### src/inc/ims_pkg.sv
package ims_pkg;

  // Register word offsets on the plain port
  localparam logic [2:0] ADDR_BUF = 3'h0;
  localparam logic [2:0] ADDR_CTRL = 3'h1;
  localparam logic [2:0] ADDR_STAT = 3'h2;
  localparam logic [2:0] ADDR_FLAG = 3'h3;
  localparam logic [2:0] ADDR_BAUD = 3'h4;

  // Control register two field positions
  localparam int CTL_START = 0;
  localparam int CTL_RESTART = 1;
  localparam int CTL_STOP = 2;
  localparam int CTL_RECV = 3;
  localparam int CTL_ACKREQ = 4;
  localparam int CTL_ACKSEL = 5;
  localparam int CTL_ACK_RECEIVED_STATUS = 6;
  localparam int CTL_REQ_W = 5;

  // Status register field positions
  localparam int STAT_BFULL = 0;
  localparam int STAT_BGN = 3;
  localparam int STAT_HALT = 4;

  // Flag register field positions, write one to clear
  localparam int FLG_EVENT = 0;
  localparam int FLG_COLL = 1;
  localparam int FLG_WRITE_COLLISION_FLAG = 2;
  localparam int FLG_OVF = 3;

  // Values after reset
  localparam logic [7:0] BAUD_RST = 8'h00;
  localparam logic [7:0] BYTE_RST = 8'h00;

  // Bit counts
  localparam logic [3:0] LAST_DATA_BIT = 4'h7;
  localparam logic [3:0] ACK_BIT = 4'h8;

  typedef struct packed {
    logic scl;
    logic sda;
  } ims_lines_t;

  typedef struct packed {
    logic ackSel;
    logic ackReq;
    logic rxReq;
    logic stopReq;
    logic rsReq;
    logic startReq;
  } ims_ctrl_t;

  typedef struct packed {
    logic ovf;
    logic write_collision_flag;
    logic coll;
    logic evt;
  } ims_flags_t;

  typedef enum logic [1:0] {
    OP_TX = 2'h0,
    OP_RX = 2'h1,
    OP_ACK = 2'h3
  } ims_op_t;

  typedef enum logic [4:0] {
    ST_IDLE = 5'h00,
    ST_SB_CNT = 5'h01,
    ST_SB_HOLD = 5'h03,
    ST_RS_SCLLO = 5'h02,
    ST_RS_SDAREL = 5'h06,
    ST_RS_SCLREL = 5'h07,
    ST_RS_HIGH = 5'h05,
    ST_RS_SDALO = 5'h04,
    ST_BIT_LOW = 5'h0c,
    ST_BIT_REL = 5'h0d,
    ST_BIT_HIGH = 5'h0f,
    ST_PS_SDALO = 5'h0e,
    ST_PS_CNT1 = 5'h0a,
    ST_PS_SCLREL = 5'h0b,
    ST_PS_CNT2 = 5'h09,
    ST_PS_WAITP = 5'h08,
    ST_PS_CNT3 = 5'h18
  } ims_state_t;

endpackage

### src/hw/ims_master_seq.sv
// Functional notes
// Buffer write during any active sequence is dropped and sets write collision.
// Low five request bits ignore writes until a pending Start completes.
// Start with both lines high loads baud counter for one period.
// Both lines still high at expiry: drive data low, set begin detect.
// Count one more period, clear start request, hold data low, stop counter.
// Lines low at start or clock low before data low: collision, idle.
// Restart pulls clock low, releases data one period, then releases clock.
// Both high one period, data low one period, clock low, request clears.
// Restart sets begin detect on bus start, event flag only after timeout.
// Restart requested while another event runs has no effect.
// Restart collision: data low as clock rises, or clock falls early.
// Idle buffer write sets full flag and clocks out bits, period low/high.
// Full flag clears after eight bits; data released for acknowledge.
// Ninth bit captured into ack status: low clears, high sets.
// After ninth clock set event flag, hold clock low, stop counter.
// Software clears write collision before the next transmission.
// Receive request ignored unless the port is idle.
// Receive toggles clock per counter rollover and shifts data in.
// After eighth fall: clear request, load buffer, set full and event.
// Reading the buffer after a receive clears the full flag.
// Byte completing while full flag still set sets receive overflow.
// Software acknowledges each received byte and ends with nack or Stop.
// Software waits for event after Start, clears it, then loads address.
// Counter halts while released clock reads low, reloads when it reads high.
// Ack drives selected value one period low, one period high, then clears.
// Stop: data low, clock high, data high, halt detect, event one period later.
// Event, collision and write collision flags stay set until cleared.
//
// The register offsets and the strobed register port were chosen for this implementation.
`timescale 1ns/1ps
module ims_master_seq import ims_pkg::*; #(
  parameter int BAUD_W = 8
) (
  input wire logic clk_sys,
  input wire logic resetn,
  input wire logic [2:0] busAddr,
  input wire logic [7:0] busWrData,
  input wire logic busWr,
  input wire logic busRd,
  output logic [7:0] busRdData,
  input wire logic sclIn,
  output logic sclOut,
  output logic sclOe,
  input wire logic sdaIn,
  output logic sdaOut,
  output logic sdaOe
);

  if (BAUD_W < 1 || BAUD_W > 8) begin : g_bad_baud
    $error("BAUD_W must lie between 1 and 8");
  end

  ims_lines_t syncA_q;
  ims_lines_t line_q;
  ims_lines_t linePrev_q;
  ims_state_t state_q;
  ims_op_t op_q;
  ims_ctrl_t ctrl_q;
  ims_flags_t flags_q;
  logic [BAUD_W-1:0] baud_q;
  logic [BAUD_W-1:0] brgCnt_q;
  logic brgLoad_q;
  logic brgRun_q;
  logic brgTick;
  logic [7:0] buf_q;
  logic [7:0] shift_q;
  logic [3:0] bitIdx_q;
  logic bufFull_q;
  logic rxMode_q;
  logic ack_received_status_q;
  logic bgn_q;
  logic halt_q;
  logic evtSet_q;
  logic colSet_q;
  logic ovfSet_q;
  logic startSeen;
  logic stopSeen;
  logic bufWr;
  logic bufRd;
  logic ctrlWr;
  logic reqBusy;

  assign bufWr = busWr && (busAddr == ADDR_BUF);
  assign bufRd = busRd && (busAddr == ADDR_BUF);
  assign ctrlWr = busWr && (busAddr == ADDR_CTRL);
  assign reqBusy = (ctrl_q[CTL_REQ_W-1:0] != '0) || (state_q != ST_IDLE);
  assign startSeen = linePrev_q.sda && !line_q.sda && line_q.scl && linePrev_q.scl;
  assign stopSeen = !linePrev_q.sda && line_q.sda && line_q.scl && linePrev_q.scl;
  assign brgTick = brgRun_q && !brgLoad_q && (brgCnt_q == '0);

  // Pin synchronisers
  always_ff @(posedge clk_sys) begin
    if (!resetn) begin
      syncA_q <= '1;
      line_q <= '1;
      linePrev_q <= '1;
    end else begin
      syncA_q <= '{scl: sclIn, sda: sdaIn};
      line_q <= syncA_q;
      linePrev_q <= line_q;
    end
  end

  // Baud counter
  always_ff @(posedge clk_sys) begin
    if (!resetn) begin
      brgCnt_q <= '0;
    end else if (brgLoad_q) begin
      brgCnt_q <= baud_q;
    end else if (brgRun_q && brgCnt_q != '0) begin
      brgCnt_q <= brgCnt_q - 1'b1;
    end
  end

  // Baud reload register
  always_ff @(posedge clk_sys) begin
    if (!resetn) begin
      baud_q <= BAUD_RST[BAUD_W-1:0];
    end else if (busWr && busAddr == ADDR_BAUD) begin
      baud_q <= busWrData[BAUD_W-1:0];
    end
  end

  // Bus start and stop monitor
  always_ff @(posedge clk_sys) begin
    if (!resetn) begin
      bgn_q <= 1'b0;
      halt_q <= 1'b0;
    end else if (startSeen || (state_q == ST_SB_CNT && brgTick && line_q.scl && line_q.sda)) begin
      bgn_q <= 1'b1;
      halt_q <= 1'b0;
    end else if (stopSeen) begin
      halt_q <= 1'b1;
      bgn_q <= 1'b0;
    end
  end

  // Sticky flags, set beats clear
  always_ff @(posedge clk_sys) begin
    if (!resetn) begin
      flags_q <= '0;
    end else begin
      if (busWr && busAddr == ADDR_FLAG) begin
        flags_q <= flags_q & ~busWrData[3:0];
      end
      if (evtSet_q) begin
        flags_q.evt <= 1'b1;
      end
      if (colSet_q) begin
        flags_q.coll <= 1'b1;
      end
      if (ovfSet_q) begin
        flags_q.ovf <= 1'b1;
      end
      if (bufWr && reqBusy) begin
        flags_q.write_collision_flag <= 1'b1;
      end
    end
  end

  // Read port
  always_ff @(posedge clk_sys) begin
    if (!resetn) begin
      busRdData <= BYTE_RST;
    end else if (busRd) begin
      case (busAddr)
        ADDR_BUF: busRdData <= buf_q;
        ADDR_CTRL: busRdData <= {1'b0, ack_received_status_q, ctrl_q};
        ADDR_STAT: busRdData <= {3'h0, halt_q, bgn_q, 2'h0, bufFull_q};
        ADDR_FLAG: busRdData <= {4'h0, flags_q};
        ADDR_BAUD: busRdData <= 8'(baud_q);
        default: busRdData <= 8'h00;
      endcase
    end else begin
      busRdData <= 8'h00;
    end
  end

  // Open-drain drivers only ever pull low
  always_ff @(posedge clk_sys) begin
    if (!resetn) begin
      sclOut <= 1'b0;
      sdaOut <= 1'b0;
    end else begin
      sclOut <= 1'b0;
      sdaOut <= 1'b0;
    end
  end

  // Master sequencer
  always_ff @(posedge clk_sys) begin
    if (!resetn) begin
      state_q <= ST_IDLE;
      op_q <= OP_TX;
      ctrl_q <= '0;
      sclOe <= 1'b0;
      sdaOe <= 1'b0;
      brgLoad_q <= 1'b0;
      brgRun_q <= 1'b0;
      buf_q <= BYTE_RST;
      shift_q <= BYTE_RST;
      bitIdx_q <= 4'h0;
      bufFull_q <= 1'b0;
      rxMode_q <= 1'b0;
      ack_received_status_q <= 1'b0;
      evtSet_q <= 1'b0;
      colSet_q <= 1'b0;
      ovfSet_q <= 1'b0;
    end else begin
      brgLoad_q <= 1'b0;
      evtSet_q <= 1'b0;
      colSet_q <= 1'b0;
      ovfSet_q <= 1'b0;
      if (ctrlWr) begin
        ctrl_q.ackSel <= busWrData[CTL_ACKSEL];
        if (!reqBusy) begin
          // Only one request is taken, highest priority first
          if (busWrData[CTL_START]) begin
            ctrl_q.startReq <= 1'b1;
          end else if (busWrData[CTL_RESTART]) begin
            ctrl_q.rsReq <= 1'b1;
          end else if (busWrData[CTL_STOP]) begin
            ctrl_q.stopReq <= 1'b1;
          end else if (busWrData[CTL_RECV]) begin
            ctrl_q.rxReq <= 1'b1;
          end else if (busWrData[CTL_ACKREQ]) begin
            ctrl_q.ackReq <= 1'b1;
          end
        end // Busy or start pending: low bits dropped
      end
      if (bufRd && rxMode_q) begin
        bufFull_q <= 1'b0;
      end
      case (state_q)
        ST_IDLE: begin
          brgRun_q <= 1'b0;
          if (bufWr && !reqBusy) begin
            buf_q <= busWrData;
            shift_q <= busWrData;
            bufFull_q <= 1'b1;
            rxMode_q <= 1'b0;
            op_q <= OP_TX;
            bitIdx_q <= 4'h0;
            sclOe <= 1'b1;
            sdaOe <= ~busWrData[7];
            brgLoad_q <= 1'b1;
            brgRun_q <= 1'b1;
            state_q <= ST_BIT_LOW;
          end else if (ctrl_q.startReq) begin
            if (line_q.scl && line_q.sda && !sclOe && !sdaOe) begin
              brgLoad_q <= 1'b1;
              brgRun_q <= 1'b1;
              state_q <= ST_SB_CNT;
            end else if (!line_q.scl || !line_q.sda) begin
              ctrl_q.startReq <= 1'b0;
              colSet_q <= 1'b1;
              sclOe <= 1'b0;
              sdaOe <= 1'b0;
            end else begin
              sclOe <= 1'b0;
              sdaOe <= 1'b0;
            end
          end else if (ctrl_q.rsReq) begin
            sclOe <= 1'b1;
            state_q <= ST_RS_SCLLO;
          end else if (ctrl_q.stopReq) begin
            sclOe <= 1'b1;
            sdaOe <= 1'b1;
            state_q <= ST_PS_SDALO;
          end else if (ctrl_q.rxReq || ctrl_q.ackReq) begin
            op_q <= ctrl_q.rxReq ? OP_RX : OP_ACK;
            rxMode_q <= ctrl_q.rxReq ? 1'b1 : rxMode_q;
            bitIdx_q <= 4'h0;
            sclOe <= 1'b1;
            sdaOe <= ctrl_q.rxReq ? 1'b0 : ~ctrl_q.ackSel;
            brgLoad_q <= 1'b1;
            brgRun_q <= 1'b1;
            state_q <= ST_BIT_LOW;
          end
        end
        ST_SB_CNT: begin
          if (!line_q.scl) begin
            ctrl_q.startReq <= 1'b0;
            colSet_q <= 1'b1;
            brgRun_q <= 1'b0;
            state_q <= ST_IDLE;
          end else if (brgTick) begin
            if (line_q.sda) begin
              sdaOe <= 1'b1;
              brgLoad_q <= 1'b1;
              state_q <= ST_SB_HOLD;
            end else begin
              ctrl_q.startReq <= 1'b0;
              colSet_q <= 1'b1;
              brgRun_q <= 1'b0;
              state_q <= ST_IDLE;
            end
          end
        end
        ST_SB_HOLD: begin
          if (brgTick) begin
            ctrl_q.startReq <= 1'b0;
            evtSet_q <= 1'b1;
            brgRun_q <= 1'b0;
            state_q <= ST_IDLE;
          end
        end
        ST_RS_SCLLO: begin
          if (!line_q.scl) begin
            sdaOe <= 1'b0;
            brgLoad_q <= 1'b1;
            brgRun_q <= 1'b1;
            state_q <= ST_RS_SDAREL;
          end
        end
        ST_RS_SDAREL: begin
          if (brgTick) begin
            brgRun_q <= 1'b0;
            if (line_q.sda) begin
              sclOe <= 1'b0;
              state_q <= ST_RS_SCLREL;
            end else begin
              ctrl_q.rsReq <= 1'b0;
              colSet_q <= 1'b1;
              sclOe <= 1'b0;
              state_q <= ST_IDLE;
            end
          end
        end
        ST_RS_SCLREL: begin
          if (line_q.scl) begin
            if (!line_q.sda) begin
              ctrl_q.rsReq <= 1'b0;
              colSet_q <= 1'b1;
              state_q <= ST_IDLE;
            end else begin
              brgLoad_q <= 1'b1;
              brgRun_q <= 1'b1;
              state_q <= ST_RS_HIGH;
            end
          end
        end
        ST_RS_HIGH: begin
          if (!line_q.scl) begin
            ctrl_q.rsReq <= 1'b0;
            colSet_q <= 1'b1;
            brgRun_q <= 1'b0;
            state_q <= ST_IDLE;
          end else if (brgTick) begin
            sdaOe <= 1'b1;
            brgLoad_q <= 1'b1;
            state_q <= ST_RS_SDALO;
          end
        end
        ST_RS_SDALO: begin
          if (brgTick) begin
            sclOe <= 1'b1;
            ctrl_q.rsReq <= 1'b0;
            evtSet_q <= 1'b1;
            brgRun_q <= 1'b0;
            state_q <= ST_IDLE;
          end
        end
        ST_BIT_LOW: begin
          if (brgTick) begin
            sclOe <= 1'b0;
            brgRun_q <= 1'b0;
            state_q <= ST_BIT_REL;
          end
        end
        ST_BIT_REL: begin
          if (line_q.scl) begin
            brgLoad_q <= 1'b1;
            brgRun_q <= 1'b1;
            if (op_q == OP_RX) begin
              shift_q <= {shift_q[6:0], line_q.sda};
            end
            if (op_q == OP_TX && bitIdx_q == ACK_BIT) begin
              ack_received_status_q <= line_q.sda;
            end
            state_q <= ST_BIT_HIGH;
          end
        end
        ST_BIT_HIGH: begin
          if (brgTick) begin
            sclOe <= 1'b1;
            bitIdx_q <= bitIdx_q + 4'h1;
            if (op_q == OP_TX && bitIdx_q < ACK_BIT) begin
              shift_q <= {shift_q[6:0], 1'b0};
              sdaOe <= (bitIdx_q == LAST_DATA_BIT) ? 1'b0 : ~shift_q[6];
              if (bitIdx_q == LAST_DATA_BIT) begin
                bufFull_q <= 1'b0;
              end
              brgLoad_q <= 1'b1;
              state_q <= ST_BIT_LOW;
            end else if (op_q == OP_RX && bitIdx_q < LAST_DATA_BIT) begin
              brgLoad_q <= 1'b1;
              state_q <= ST_BIT_LOW;
            end else begin
              if (op_q == OP_RX) begin
                ctrl_q.rxReq <= 1'b0;
                buf_q <= shift_q;
                bufFull_q <= 1'b1;
                ovfSet_q <= bufFull_q && !bufRd;
              end
              if (op_q == OP_ACK) begin
                ctrl_q.ackReq <= 1'b0;
              end
              evtSet_q <= 1'b1;
              brgRun_q <= 1'b0;
              state_q <= ST_IDLE;
            end
          end
        end
        ST_PS_SDALO: begin
          if (!line_q.sda) begin
            brgLoad_q <= 1'b1;
            brgRun_q <= 1'b1;
            state_q <= ST_PS_CNT1;
          end
        end
        ST_PS_CNT1: begin
          if (brgTick) begin
            sclOe <= 1'b0;
            brgRun_q <= 1'b0;
            state_q <= ST_PS_SCLREL;
          end
        end
        ST_PS_SCLREL: begin
          if (line_q.scl) begin
            brgLoad_q <= 1'b1;
            brgRun_q <= 1'b1;
            state_q <= ST_PS_CNT2;
          end
        end
        ST_PS_CNT2: begin
          if (brgTick) begin
            sdaOe <= 1'b0;
            brgRun_q <= 1'b0;
            state_q <= ST_PS_WAITP;
          end
        end
        ST_PS_WAITP: begin
          if (line_q.sda && line_q.scl) begin
            brgLoad_q <= 1'b1;
            brgRun_q <= 1'b1;
            state_q <= ST_PS_CNT3;
          end
        end
        ST_PS_CNT3: begin
          if (brgTick) begin
            ctrl_q.stopReq <= 1'b0;
            evtSet_q <= 1'b1;
            brgRun_q <= 1'b0;
            state_q <= ST_IDLE;
          end
        end
        default: begin
          sclOe <= 1'b0;
          sdaOe <= 1'b0;
          brgRun_q <= 1'b0;
          state_q <= ST_IDLE;
        end
      endcase
    end
  end

endmodule

### config.mk
export PLATFORM = sky130hd
export DESIGN_NAME = ims_master_seq
export DESIGN_NICKNAME = d
export VERILOG_FILES = /design/src/inc/ims_pkg.sv /design/src/hw/ims_master_seq.sv
export SDC_FILE = /design/constraint.sdc
export NUM_CORES = 1
export LEC_CHECK = 0
export BUFFER_PORTS_ARGS = -buffer_cell sky130_fd_sc_hd__buf_2
export CAP_MARGIN = 15
export CORE_ASPECT_RATIO = 1.25
export CORE_MARGIN = 1
export CORE_UTILIZATION = 30
export CTS_BUF_LIST = sky130_fd_sc_hd__clkbuf_4 sky130_fd_sc_hd__clkbuf_8
export CTS_CLUSTER_DIAMETER = 80
export DETAILED_ROUTE_END_ITERATION = 8
export SETUP_SLACK_MARGIN = 0.4
export SYNTH_ARGS = -nofsm -noshare
export SYNTH_HDL_FRONTEND = slang
export SYNTH_SLANG_ARGS = --single-unit
export TNS_END_PERCENT = 10
### constraint.sdc
create_clock -name clk_sys -period 5.25 [get_ports clk_sys]
set_clock_uncertainty 0.2 [all_clocks]
set_input_delay 0.7875 -clock clk_sys [delete_from_list [all_inputs] [get_ports clk_sys]]
set_output_delay 0.7875 -clock clk_sys [all_outputs]
set_load 0.03 [all_outputs]
==> summary.md <==
| Metric | Value |
|---|---|
| Half-perimeter wire length after placement | `9870 um` |
| Top_reg_cell synth | `sky130_fd_sc_hd__dfxtp_1` |
| 1st-pass router iterations | `6` |
| Met1 layer usage reported by global route | `20.9%` |
| Ys async rst share | `0%` |
| Synthesized cell area | `0.00466 sq mm` |
| Vias in the first global route | `4052` |
| Class of the tightest hold or removal check | `register to register` |
| Reg area | `0.00158 sq mm` |
| Area of the multi-input gates | `between 0.002 and 0.003 sq mm` |
| WHS | `0.209 ns` |
| Largest fanout on the critical path | `28` |
| Unique masters post-synth | `74` |
| Arrival time at the worst endpoint | `roughly 3.2 ns` |
| Setup TNS Final | `0 ns` |
| Setup repair after global routing missed its margin | `false` |
| Max_slew headroom | `36.2%` |
| Net count, final | `approximately 600` |
| Post-synthesis area per instance | `8.01 sq um` |
| Root Buffer | `sky130_fd_sc_hd__clkbuf_8` |
| Standard-cell rows | `50` |
| Most frequent cell after synthesis | `sky130_fd_sc_hd__dfxtp_1` |
| Clock latency of the later-clocked register in the worst-skew pair | `~0.37 ns` |
| Clock slew at the register clock pins of the worst setup and hold paths | `0.09 ns` |
| Filler cells | `1591` |
| Sink count of the clock tree | `79` |
| Detailed router's first-iteration violation count | `roughly 460` |
| Slew Limit Fails | `0` |
| Number of antenna diodes | `0` |
| Top-level I/O count | `29` |
| Buffers inserted during post-CTS setup optimization | `0` |
| Gate Count Post-Synth | `582` |
| Power Density | `338 mW/mm^2` |
| Buffer levels on the longest clock path | `2` |
| Hold Fails Final Rpt | `0` |
| Area grow syn2layout | `8.61%` |
| Antenna violations before repair | `0` |
| Number of max-cap violations | `0` |
| Highest achievable clock rate | `0.318 GHz` |
| Port-buffer cells | `26` |
| CTS tree | `built` |
| Share of post-route cells with drive strength above 1 | `11.8%` |
| Yosys warnings | `0` |
| Total of flip-flops plus latches after synthesis | `just under 80` |
| Gpl congestion | `0.931` |
| Sequential fraction of the synthesis area | `33.9%` |
| Element type at the critical path start | `register` |
| Number of remaining DRC errors | `0` |
| Series of cell instances along the critical path | `nand4b_1 -> o21bai_1 -> a31oi_1 -> a21oi_4 -> nor2_1 -> a211oi_2` |
| Path type of the worst setup path | `register to register` |
| Cell type with the highest aggregate area in the netlist | `sky130_fd_sc_hd__dfxtp_1` |
| Clock period minus worst slack | `3.14 ns` |
| Initial Util | `30.9%` |
| Count of hold buffers inserted by post-cts repair | `0` |
| Type of element capturing the critical path | `register` |
| Final period util | `59.9%` |
| Level count of the clock H-tree | `3` |
| Reg-to-reg slack, setup | `between 2 and 2.5 ns` |
| Total routing resource utilization after global routing | `17.2%` |
| Number of synthesized flops with an enable pin | `0` |
| Outcome | `completed` |
| Proportion of netlist area held by the largest area contributor | `33.9%` |
| First-pass GRT wire length | `21500 um` |
| Busiest layer in global routing | `met2` |
| Worst EP required | `5.29 ns` |
| DIE WIDTH | `114 um` |
| Cts bufs inserted | `9` |
| Total routed wirelength | `about 14000 um` |
| Pin count of the biggest net entering global routing | `between 40 and 50` |
| Final setup fails | `0` |
| Global Route met3 Usage | `approximately 3.0%` |
| Met2 Resource Use GR | `a little under 30%` |
| Largest stage delay, worst path | `0.96 ns` |
| Core box area | `0.0151 sq mm` |
| Avg WL per Cell | `17.1 um` |
| Die H | `141 um` |
| Slowest library cell on the worst path | `sky130_fd_sc_hd__dfxtp_1` |
| Worst slew pin tran | `0.955 ns` |
| IR drop worst, VDD | `0.122 mV` |
| Static leakage | `between 1.5 and 2 nW` |
| Via/cell ratio | `between 5 and 6` |
| Global-route congestion overflow total | `0` |
| Via total after detailed routing | `roughly 4300` |
| Remaining antenna violation count | `0` |
| Post-synth top cells | `79 x sky130_fd_sc_hd__dfxtp_1, 68 x sky130_fd_sc_hd__nor2_1, 61 x sky130_fd_sc_hd__nand2_1` |
| Die outline area | `0.0161 sq mm` |
| Post-cts gate resize count | `0` |
| Largest cells by area after synthesis | `sky130_fd_sc_hd__dfxtp_1 34%, sky130_fd_sc_hd__mux2i_1 7.1%, sky130_fd_sc_hd__a21oi_1 5.9%` |
==> per-stage QoR <==
step | util, % | area, sq um | cells | setup WS [ns] | total power, mW
final | 33.6 | 5070 | 791 | 2.11 | 1.71
after global routing | 33.6 | 5070 | 791 | 1.94 | 1.80
after CTS | 33.6 | 5070 | 791 | 2.17 | 1.72
after detailed placement | 32.2 | 4850 | 775 | 2.16 | 1.23
after global placement | 32.2 | 4850 | 775 | 2.26 | 1.22
after floorplan | - | 4670 | 583 | 2.68 | 1.12
==> routing by layer <==
layer / routed length, um / vias up
li1: - / 2086
met5: 0 / -
met3: 720 / 46
met2: 6560 / 155
met4: 564 / 0
met1: 5660 / 1989
==> critical path: cells and delay by family, from the launching register on <==
kind / cells / cell delay, ns
compound gates: 4 / 0.84
flops: 1 / 0.96
simple gates: 2 / 1.00
==> area by class of cell <==
type                    count  share of cell area (%)
clock inverters             4                    1.06
flip-flops and latches     79                    31.2
repair buffers             30                    3.16
multi-input cells         448                    55.5
clock buffers              12                    3.14
inverters                  10                   0.741
well taps                 208                    5.14
==> kinds of logic after synthesis <==
family / share of synthesized area [%]
other: 0.0804
DFF: 33.9
and+or+nand+nor: 25.2
muxes: 7.56
xor gates and xnor gates: 2.25
buffers and inverters: 5.85
adders and majority gates: 1.07
AOI/OAI and AO/OA: 24.1
==> final timing paths <==
check,start,end,depth (start not counted)
hold reg to reg,syncA_q[1],line_q[1],1
setup / recovery,state_q[2],shift_q[5],6
setup reg to reg,state_q[2],shift_q[5],6
hold / removal,syncA_q[1],line_q[1],1
==> layout by cell type (no fill, tap or decap), drive strengths merged, types with 6 or more instances in the layout <==
cell    instances
a211oi         12
a21oi          56
a22oi           8
a311oi         11
a31oi           8
and3            6
buf            30
clkbuf         12
dfxtp          79
inv             8
mux2i          33
nand2          63
nand2b         16
nand3          12
nor2           69
nor2b           6
nor3           14
o21ai          32
o31ai           6
or3             6
xnor2           7
==> where the power goes <==
group / leakage [nW] / internal (mW) / switching (mW)
clock network: 0.102 / 0.252 / 0.235
registers: 0.640 / 0.633 / 0.0644
logic: 1.11 / 0.201 / 0.325
total: 1.85 / 1.09 / 0.624
==> sequential cells by signal, indices dropped and copies added (netlist names), 2 cells and up <==
signal      flops
shift_q         8
state_q         5
busRdData       8
line_q          2
syncA_q         2
buf_q           8
linePrev_q      2
brgCnt_q        8
flags_q         4
bitIdx_q        4
ctrl_q          6
op_q            2
baud_q          8
Power figures use the tool's default switching activity.
